$ cat config.mk
export PLATFORM = sky130hd
export DESIGN_NAME = parb_arbiter_flat
export DESIGN_NICKNAME = d
export VERILOG_FILES = /design/src/logic/parb_pkg.sv /design/src/logic/parb_link_if.sv /design/src/logic/parb_arbiter.sv /design/src/flat_wrapper.sv
export SDC_FILE = /design/constraint.sdc
export NUM_CORES = 1
export LEC_CHECK = 0
export BUFFER_PORTS_ARGS = -buffer_cell sky130_fd_sc_hd__buf_2
export CAP_MARGIN = 20
export CORE_MARGIN = 3
export CORE_UTILIZATION = 35
export DETAILED_ROUTE_END_ITERATION = 8
export HOLD_SLACK_MARGIN = 0.05
export SLEW_MARGIN = 10
export SYNTH_ARGS = -nofsm -noshare
export SYNTH_HDL_FRONTEND = slang
export SYNTH_SLANG_ARGS = --single-unit
$ cat constraint.sdc
create_clock -name CLK -period 3.67 [get_ports CLK]
set_input_delay 0.1835 -clock CLK [delete_from_list [all_inputs] [get_ports CLK]]
set_output_delay 0.1835 -clock CLK [all_outputs]
set_load 0.02 [all_outputs]
$ cat src/logic/parb_pkg.sv
// parb_pkg: constants and types shared by the arbiter end and the master end
// assumes one PCI clock domain for both ends
package parb_pkg;
   localparam int         NUM_MASTERS = 8;  // nic, four slots, scsi, south bridge, host
   localparam int         NUM_PAIRS   = 5;  // external request/grant pairs 0..4
   localparam int         NUM_RR      = 6;  // rotation members: pairs 0..4 plus host
   localparam int         RR_HOST     = 5;  // rotation index of the host bridge
   localparam int         BUS_WIDTH   = 32;
   localparam int         CLK_MHZ     = 33;
   localparam logic [2:0] RR_RESET    = 3'h5;  // rotation starts after host
   localparam logic       SIDE_A      = 1'b0;
   localparam logic       SIDE_B      = 1'b1;
   // link requester order on the master end
   localparam int         M_SLOT1     = 0;
   localparam int         M_SLOT2     = 1;
   localparam int         M_SLOT3     = 2;
   localparam int         M_SLOT4     = 3;
   localparam int         M_NIC       = 4;
   localparam int         M_SBRIDGE   = 5;
   localparam int         NUM_LINK_M  = 6;

   typedef enum logic [3:0] {
      PARB_IDLE   = 4'b0000,
      PARB_HOST   = 4'b0001,
      PARB_HOLD   = 4'b0010,
      PARB_SIDE_A = 4'b0011,
      PARB_SIDE_B = 4'b0100,
      PARB_PAIR1  = 4'b0101,
      PARB_PAIR2  = 4'b0110,
      PARB_PAIR3  = 4'b0111,
      PARB_PAIR4  = 4'b1000
   } parb_owner_t;
endpackage

$ cat src/logic/parb_link_if.sv
// parb_link_if: request/grant wires between the arbiter and the bus masters
// assumes both ends run on the same PCI clock
`timescale 1ns/100ps
interface parb_link_if;
   logic [4:1] pair_req_n;
   logic [4:1] pair_gnt_n;
   logic       shared_pair_side_a_req_n;
   logic       shared_pair_side_a_gnt_n;
   logic       shared_pair_side_b_req_n;
   logic       shared_pair_side_b_gnt_n;
   logic       southbridge_hold_req_n;
   logic       southbridge_hold_ack_n;

   modport arb (
      input  pair_req_n,
      output pair_gnt_n,
      input  shared_pair_side_a_req_n,
      output shared_pair_side_a_gnt_n,
      input  shared_pair_side_b_req_n,
      output shared_pair_side_b_gnt_n,
      input  southbridge_hold_req_n,
      output southbridge_hold_ack_n
   );

   modport mst (
      output pair_req_n,
      input  pair_gnt_n,
      output shared_pair_side_a_req_n,
      input  shared_pair_side_a_gnt_n,
      output shared_pair_side_b_req_n,
      input  shared_pair_side_b_gnt_n,
      output southbridge_hold_req_n,
      input  southbridge_hold_ack_n
   );
endinterface

$ cat src/logic/parb_arbiter.sv
// parb_arbiter: central arbiter with board glue logic sharing pair 0
// assumes link requests are synchronous to CLK; pulled-up slot lines read high
`timescale 1ns/100ps
module parb_arbiter (
   input  wire logic  CLK,
   input  wire logic  RST_N,
   parb_link_if.arb   LINK,
   input  wire logic  HOST_REQ,
   output logic       HOST_GNT,
   output logic [3:0] OWNER
);
   ////////////////////////////////////////////////////////////////////////////
   // requests, active high inside
   logic                       req_a;
   logic                       req_b;
   logic                       hold_req;
   logic [parb_pkg::NUM_RR-1:0] rr_req;
   parb_pkg::parb_owner_t      owner;
   parb_pkg::parb_owner_t      next_owner;
   logic [2:0]                 last;
   logic [2:0]                 next_last;
   logic                       pref;
   logic                       next_pref;
   logic                       owner_req;

   assign req_a    = ~LINK.shared_pair_side_a_req_n;
   assign req_b    = ~LINK.shared_pair_side_b_req_n;
   assign hold_req = ~LINK.southbridge_hold_req_n;

   always_comb
   begin
      rr_req         = '0;
      rr_req[0]      = req_a | req_b;
      rr_req[4:1]    = ~LINK.pair_req_n;
      rr_req[parb_pkg::RR_HOST] = HOST_REQ;
   end

   ////////////////////////////////////////////////////////////////////////////
   // request still held by the current owner
   always_comb
   begin
      case (owner)
         parb_pkg::PARB_HOST   : owner_req = HOST_REQ;
         parb_pkg::PARB_HOLD   : owner_req = hold_req;
         parb_pkg::PARB_SIDE_A : owner_req = req_a;
         parb_pkg::PARB_SIDE_B : owner_req = req_b;
         parb_pkg::PARB_PAIR1  : owner_req = rr_req[1];
         parb_pkg::PARB_PAIR2  : owner_req = rr_req[2];
         parb_pkg::PARB_PAIR3  : owner_req = rr_req[3];
         parb_pkg::PARB_PAIR4  : owner_req = rr_req[4];
         default               : owner_req = 1'b0;
      endcase
   end

   ////////////////////////////////////////////////////////////////////////////
   // pair 0 side pick: preferred side only on a tie
   function automatic logic side_sel(input logic p, input logic a, input logic b);
      if (a && b)
      begin
         side_sel = p;
      end
      else if (b)
      begin
         side_sel = parb_pkg::SIDE_B;
      end
      else
      begin
         side_sel = parb_pkg::SIDE_A;
      end
   endfunction

   ////////////////////////////////////////////////////////////////////////////
   // next owner: hold first, then rotation over pairs and host
   always_comb
   begin
      logic       found;
      logic [2:0] idx;
      logic       side;
      found      = 1'b0;
      idx        = 3'h0;
      side       = side_sel(pref, req_a, req_b);
      next_owner = owner;
      next_last  = last;
      next_pref  = pref;
      case (owner)
         parb_pkg::PARB_IDLE :
         begin
            if (hold_req)
            begin
               next_owner = parb_pkg::PARB_HOLD;
            end
            else
            begin
               for (int i = 1; i <= parb_pkg::NUM_RR; i++)
               begin
                  idx = 3'((32'(last) + i) % parb_pkg::NUM_RR);
                  if (!found && rr_req[idx])
                  begin
                     found     = 1'b1;
                     next_last = idx;
                  end
               end
               if (found)
               begin
                  case (next_last)
                     3'h0 :
                     begin
                        next_owner = side ? parb_pkg::PARB_SIDE_B
                                          : parb_pkg::PARB_SIDE_A;
                        next_pref  = ~side;
                     end
                     3'h1    : next_owner = parb_pkg::PARB_PAIR1;
                     3'h2    : next_owner = parb_pkg::PARB_PAIR2;
                     3'h3    : next_owner = parb_pkg::PARB_PAIR3;
                     3'h4    : next_owner = parb_pkg::PARB_PAIR4;
                     default : next_owner = parb_pkg::PARB_HOST;
                  endcase
               end
            end
         end
         parb_pkg::PARB_HOLD :
         begin
            if (!hold_req)
            begin
               next_owner = parb_pkg::PARB_IDLE;
            end
         end
         default :
         begin
            // release, or preempt so the hold wait stays bounded
            if (!owner_req || hold_req)
            begin
               next_owner = parb_pkg::PARB_IDLE;
            end
         end
      endcase
   end

   localparam logic SIDE_A = parb_pkg::SIDE_A;
   localparam logic SIDE_B = parb_pkg::SIDE_B;

   ////////////////////////////////////////////////////////////////////////////
   // owner state
   always_ff @(posedge CLK)
   begin
      if (!RST_N)
      begin
         owner <= parb_pkg::PARB_IDLE;
      end
      else
      begin
         owner <= next_owner;
      end
   end

   // rotation pointer and pair 0 side preference
   always_ff @(posedge CLK)
   begin
      if (!RST_N)
      begin
         last <= parb_pkg::RR_RESET;
         pref <= SIDE_A;
      end
      else
      begin
         last <= next_last;
         pref <= next_pref;
      end
   end

   ////////////////////////////////////////////////////////////////////////////
   // grants, at most one low at a time
   always_ff @(posedge CLK)
   begin
      if (!RST_N)
      begin
         LINK.pair_gnt_n               <= 4'hF;
         LINK.shared_pair_side_a_gnt_n <= 1'b1;
         LINK.shared_pair_side_b_gnt_n <= 1'b1;
         LINK.southbridge_hold_ack_n   <= 1'b1;
         HOST_GNT                      <= 1'b0;
         OWNER                         <= 4'h0;
      end
      else
      begin
         LINK.pair_gnt_n[1] <= (next_owner != parb_pkg::PARB_PAIR1);
         LINK.pair_gnt_n[2] <= (next_owner != parb_pkg::PARB_PAIR2);
         LINK.pair_gnt_n[3] <= (next_owner != parb_pkg::PARB_PAIR3);
         LINK.pair_gnt_n[4] <= (next_owner != parb_pkg::PARB_PAIR4);
         LINK.shared_pair_side_a_gnt_n <= (next_owner != parb_pkg::PARB_SIDE_A);
         LINK.shared_pair_side_b_gnt_n <= (next_owner != parb_pkg::PARB_SIDE_B);
         LINK.southbridge_hold_ack_n   <= (next_owner != parb_pkg::PARB_HOLD);
         HOST_GNT                      <= (next_owner == parb_pkg::PARB_HOST);
         OWNER                         <= next_owner;
      end
   end
endmodule // parb_arbiter

$ cat src/flat_wrapper.sv
// flat-port wrapper written by rule: the top's interface ports become plain ports
module parb_arbiter_flat 
  (CLK, RST_N, HOST_REQ, HOST_GNT, OWNER, LINK_pair_req_n, LINK_pair_gnt_n, LINK_shared_pair_side_a_req_n, LINK_shared_pair_side_a_gnt_n, LINK_shared_pair_side_b_req_n, LINK_shared_pair_side_b_gnt_n, LINK_southbridge_hold_req_n, LINK_southbridge_hold_ack_n);
  parb_link_if LINK_i ();
  input  wire logic CLK;
  input  wire logic RST_N;
  input  wire logic HOST_REQ;
  output logic HOST_GNT;
  output logic [3:0] OWNER;
  input wire logic [$bits(LINK_i.pair_req_n)-1:0] LINK_pair_req_n;
  output wire logic [$bits(LINK_i.pair_gnt_n)-1:0] LINK_pair_gnt_n;
  input wire logic [$bits(LINK_i.shared_pair_side_a_req_n)-1:0] LINK_shared_pair_side_a_req_n;
  output wire logic [$bits(LINK_i.shared_pair_side_a_gnt_n)-1:0] LINK_shared_pair_side_a_gnt_n;
  input wire logic [$bits(LINK_i.shared_pair_side_b_req_n)-1:0] LINK_shared_pair_side_b_req_n;
  output wire logic [$bits(LINK_i.shared_pair_side_b_gnt_n)-1:0] LINK_shared_pair_side_b_gnt_n;
  input wire logic [$bits(LINK_i.southbridge_hold_req_n)-1:0] LINK_southbridge_hold_req_n;
  output wire logic [$bits(LINK_i.southbridge_hold_ack_n)-1:0] LINK_southbridge_hold_ack_n;
  assign LINK_i.pair_req_n = LINK_pair_req_n;
  assign LINK_pair_gnt_n = LINK_i.pair_gnt_n;
  assign LINK_i.shared_pair_side_a_req_n = LINK_shared_pair_side_a_req_n;
  assign LINK_shared_pair_side_a_gnt_n = LINK_i.shared_pair_side_a_gnt_n;
  assign LINK_i.shared_pair_side_b_req_n = LINK_shared_pair_side_b_req_n;
  assign LINK_shared_pair_side_b_gnt_n = LINK_i.shared_pair_side_b_gnt_n;
  assign LINK_i.southbridge_hold_req_n = LINK_southbridge_hold_req_n;
  assign LINK_southbridge_hold_ack_n = LINK_i.southbridge_hold_ack_n;
  parb_arbiter u_core (.CLK(CLK), .RST_N(RST_N), .LINK(LINK_i), .HOST_REQ(HOST_REQ), .HOST_GNT(HOST_GNT), .OWNER(OWNER));
endmodule
==> impl_metrics.toml, run 1 <==
[synth]
yosysSeqAreaShare = 0.1560
synth_area_leader_cell = "dfxtp_1"
synthArstFlopShare = 0
synth_area_leaders = "dfxtp_1, ha_1, a21oi_1, nor2_1, nand2_1"
synth_edf_count = 0
synth.avg_cell_area_sq_um = 7.521
netlist_area_sq_mm = 0.002053
synth.top_cell.area_share = 0.1560
syn_inst = 273
yosys_warnings = 0
yosys_register_bits = 16
syn_nets = 296
yosysUniqueCellTypes = 68
synth-main-ff-cell = "dfxtp_1"

[routing]
vias = 2396
viasPerCell = 5.816
initialDrtViolationCount = 180
drt_first_pass_iters = 4
drtAntennaViolNets = 0
wire_per_inst_um = 17.06
routed_wl_um = 7027
drc = 0

[clocking]
root_buffer = "clkbuf_8"
htree_num_levels = 1
numClockSinks = 16
cts_inserted_buffers = 3
hold_buffers = 0
cts_buffer_depth = 2
clk_latency_ns = 0.25
cts_tree = "yes"
clk_pin_slew_ns = 0.07

[sta]
hold_ws_ns = 0.1746
fmax_ghz = 0.2767
finalCritPeriodShare = 0.9849
tightest_slew_ns = 0.5068
period_needed_ns = 3.615
rsz0062_at_grt = "yes"
slew_headroom = 0.6593
clock_skew_ns = 0.002670
setup_viol = 0
hold_viol_final = 0
report.final.slew_viol_count = 0

[global_route]
track_usage = 0.1970
grt_pass1_wl_um = 10380
grt_max_degree = 19
antenna_found_initial = 0
grt_pass1_vias = 2120
grt-ovfl-total = 0

[critical_path]
critPathLaunchType = "flip-flop"
worstSetupPathType = "reg2reg"
critPathRequiredTime_ns = 3.81
endpoint_kind = "flip-flop"
crit_arrival_ns = 3.76
cp_max_fo = 6

[final_layout]
area_delta_synth_final_pct = 49.36
antenna_cells = 0
nets = 364
final_cell_area_sq_mm = 0.003067
drive_above_1_share = 0.4324
mostFrequentLayoutCells = "buf_4, nor2_1, buf_2, a21oi_1, nand2_1"
nFillCells = 534
utilization = 0.5469
final_common_cell = "buf_4"

[placed_design]
post_dp_cell_area_sq_mm = 0.002554
gp_congestion = 0.9316
dp_hpwl_um = 5269
io_buffers = 21

[die]
pin_count = 22
row_count = 27
initial_core_util = 0.3661
die-width_um = 82.59
core_sq_mm = 0.005608
die_area_sq_mm = 0.006821
die_y_um = 82.59

[outcome]
status = "completed"

[flow_run]
max_cap_viol_count = 0

[worst_hold_path]
hp-class = "in2reg"
-- Yosys cell counts, drive strengths merged, types with 2 or more instances --
cell type	instances
o31ai	3
or2	3
a31o	2
a21o	7
a221oi	2
nand3b	4
o21a	4
or4	2
nand2	21
nor3	10
and2	4
a21oi	25
and3	3
a21boi	2
o31a	2
a311oi	3
o221ai	2
clkbuf	2
mux2i	7
buf	7
nor2b	4
a31oi	4
o211ai	6
o21ai	15
ha	13
nor2	23
o221a	2
mux4	2
a211oi	6
o22ai	3
inv	13
nor4	2
a41oi	2
dfxtp	16
or3	5
o211a	2
nand2b	6
xnor2	4
nand3	11
mux2	3
a211o	2
-- registers in the layout (all words and copies together) (netlist names) --
| name | cells |
|---|---|
| u_core.LINK.southbridge_hold_ack_n | 1 |
| u_core.HOST_GNT | 1 |
| u_core.LINK.shared_pair_side_b_gnt_n | 1 |
| u_core.owner | 4 |
| u_core.LINK.shared_pair_side_a_gnt_n | 1 |
| u_core.last | 3 |
| u_core.pref | 1 |
| u_core.LINK.pair_gnt_n | 4 |
-- critical path: stages, from the launching register on --
cell and delay (ns):
dfxtp_4 0.38, buf_6 0.13, ha_4 0.17, a21oi_2 0.12, inv_1 0.09, ha_4 0.21, nand2b_4 0.15, or4_4 0.52
a31oi_4 0.27, a21oi_4 0.09, a311o_1 0.34, and2_1 0.17, o221a_1 0.28, o31a_1 0.30, a211o_1 0.29
-- final timing paths --
check | from | end | slack (ns) | cells after the start
max | u_core.last[1] | u_core.LINK.shared_pair_side_a_gnt_n | 0.06 | 14
min | RST_N | u_core.LINK.pair_gnt_n[4] | 0.17 | 2
max reg2reg | u_core.last[1] | u_core.LINK.shared_pair_side_a_gnt_n | 0.06 | 14
min reg2reg | u_core.pref | u_core.pref | 0.63 | 2
-- per-layer routing --
metal  GRT usage  routed length [um]  vias to the layer above
met3     0.01952                 378                       18
met4     0.04248                 143                        0
met1      0.2662                3053                     1132
li1            -                   -                     1167
met5           0                   0                        -
met2      0.3373                3452                       79
-- layout make-up --
class                      count  area, sq um  share of cell area
clock buffer                   4        55.05             0.01795
inverter                      14        58.81             0.01918
sequential                    16        331.6              0.1081
multi-input combinational    234         2032              0.6626
timing repair buffer          72        499.2              0.1628
tap                           72        90.09             0.02938
-- timing repair --
action	CTS	global route
pin swaps	5	27
resized for setup	9	60
buffers inserted	0	12
setup endpoints to repair	5	12
-- kinds of logic after synthesis --
| family | Yosys count | synth area share |
|---|---|---|
| buffers and inverters | 23 | 0.04570 |
| DFF | 16 | 0.1560 |
| muxes | 12 | 0.07252 |
| xor gates and xnor gates | 5 | 0.02499 |
| AOI/OAI and AO/OA | 101 | 0.3620 |
| adders and majority gates | 13 | 0.07922 |
| and+or+nand+nor | 103 | 0.2596 |
-- metrics by stage --
step                      worst slack [ns]  std cells  TNS (ns)
final                              0.05532        412         0
after global routing              -0.04360        412  -0.07676
after CTS                         0.003984        400         0
after detailed placement          -0.03519        396   -0.1134
after global placement             0.03075        396         0
after floorplan                    0.01909        273         0
Power of run 1 is left out: the tool's default activity adds up to more than one toggle a clock period on the data nets, which glitch-free logic cannot reach.
==> inputs of run 2 (changes only) <==
==> constraint.sdc (replaced) <==
create_clock -name CLK -period 3.45 [get_ports CLK]
set_input_delay 0.1725 -clock CLK [delete_from_list [all_inputs] [get_ports CLK]]
set_output_delay 0.1725 -clock CLK [all_outputs]
set_load 0.02 [all_outputs]
==> impl_metrics.toml, run 2 (synthesized netlist as in run 1, its figures left out) <==
[outcome]
status = "finished, violations left"
failed_checks = "setup timing"

[critical_path]
ff2ff_path_depth = 14
crit_slowest_cell = "or3_4"
crit_path_max_incr_delay_ns = 0.41
critPathRequiredTime_ns = 3.59
critPathBufInv = 1
critPathLaunchType = "flip-flop"
cp_max_fo = 5
worstSetupPathType = "reg2reg"
worst-path-stages = 14
cp_top_family = "compound AO/OA/AOI/OAI gates"
critPathMostFrequentCell = "ha_4"
crit_arrival_ns = 3.65
path_cells = "buf_6, ha_4, a21o_1, ha_4, nand3b_1, and3_4, nor4_4, o211a_1, o211ai_1, a21boi_1, or3_4, nand2_4, mux2_4, a211o_1"
endpoint_kind = "flip-flop"

[clocking]
cts_inserted_buffers = 3
hold_buffers = 0
clk_pin_slew_ns = 0.06
clk_latency_ns = 0.25
cts_buffer_depth = 2
cts_tree = "yes"
numClockSinks = 16
htree_num_levels = 1
root_buffer = "clkbuf_8"

[placed_design]
dp_slack_ns = -0.1252
gp_congestion = 0.9223
dp_hpwl_um = 5433
io_buffers = 21

[routing]
wire_per_inst_um = 16.45
initialDrtViolationCount = 202
drtAntennaViolNets = 0
viasPerCell = 5.752
drc = 0
vias = 2485
routed_wl_um = 7105
drt_first_pass_iters = 4

[sta]
clock_skew_ns = 0.002224
setup_viol = 2
hold_viol_final = 0
worst_slack_ns = -0.05513
fmax_ghz = 0.2853
rsz0062_at_grt = "yes"
slew_headroom = 0.6400
finalCritPeriodShare = 1.016
tns_ns = -0.09093
period_needed_ns = 3.505
tightest_slew_ns = 0.5355
report.final.slew_viol_count = 0

[final_layout]
antenna_cells = 0
area_delta_synth_final_pct = 55.51
final_common_cell = "buf_4"
top_regs = "u_core.LINK.pair_gnt_n: 4 flops, u_core.owner: 4 flops, u_core.last: 3 flops"
mostFrequentLayoutCells = "buf_4, nor2_1, a21oi_1, buf_2, nand2_1"
drive_above_1_share = 0.4750
nets = 384

[global_route]
antenna_found_initial = 0
grt-ovfl-total = 0
grt_max_degree = 14
grt_pass1_wl_um = 11180
track_usage = 0.2112
grt_pass1_vias = 2340

[die]
pin_count = 22
die-width_um = 82.59
die_y_um = 82.59
row_count = 27
die_area_sq_mm = 0.006821
initial_core_util = 0.3661
core_sq_mm = 0.005608

[flow_run]
max_cap_viol_count = 0

[worst_hold_path]
hp-class = "in2reg"
hold_depth = 2
-- run 2: changes by cell type in the layout (fill, tap and decap cells not counted), sizes merged --
cell,before,now
buf,72,92
-- run 2: layout make-up --
| cell class | instances | area [sq um] |
|---|---|---|
| well taps | 72 | 90.09 |
| multi-input cells | 234 | 1997 |
| inverters | 14 | 62.56 |
| repair buffers | 92 | 656.9 |
| clock buffers | 4 | 55.05 |
| fillers | 541 | 2415 |
| flip-flops and latches | 16 | 331.6 |
-- run 2: what timing repair did --
item | 4_1_cts | 5_1_grt
setup buffers | 9 | 6
setup endpoints to repair | 9 | 12
pin swaps | 22 | 19
gates cloned | 0 | 0
gates resized for setup | 24 | 28
-- run 2: path summary, 6_finish.rpt --
kind / to / slack [ns] / startpoint
max: u_core.LINK.shared_pair_side_a_gnt_n / -0.06 / u_core.last[1]
min reg2reg: u_core.pref / 0.58 / u_core.pref
min: u_core.LINK.pair_gnt_n[4] / 0.16 / RST_N
max reg2reg: u_core.LINK.shared_pair_side_a_gnt_n / -0.06 / u_core.last[1]
-- run 2: layer usage --
metal | up-vias | GRT usage | wire [um]
met5 | - | 0 | 0
met4 | 0 | 0.05719 | 129
met3 | 13 | 0.04664 | 497
met2 | 89 | 0.3413 | 3300
met1 | 1175 | 0.2820 | 3178
li1 | 1208 | - | -
-- run 2: per-stage QoR --
step	hold slack, ns	std cells	util	area, sq um
after floorplan	0.2344	273	-	2202
after global placement	0.4193	413	0.4917	2758
after detailed placement	0.4192	413	0.4917	2758
after CTS	0.1537	426	0.5379	3017
after global routing	0.1634	432	0.5694	3193
final	0.1578	432	0.5694	3193
Power of run 2 is left out for the same reason.
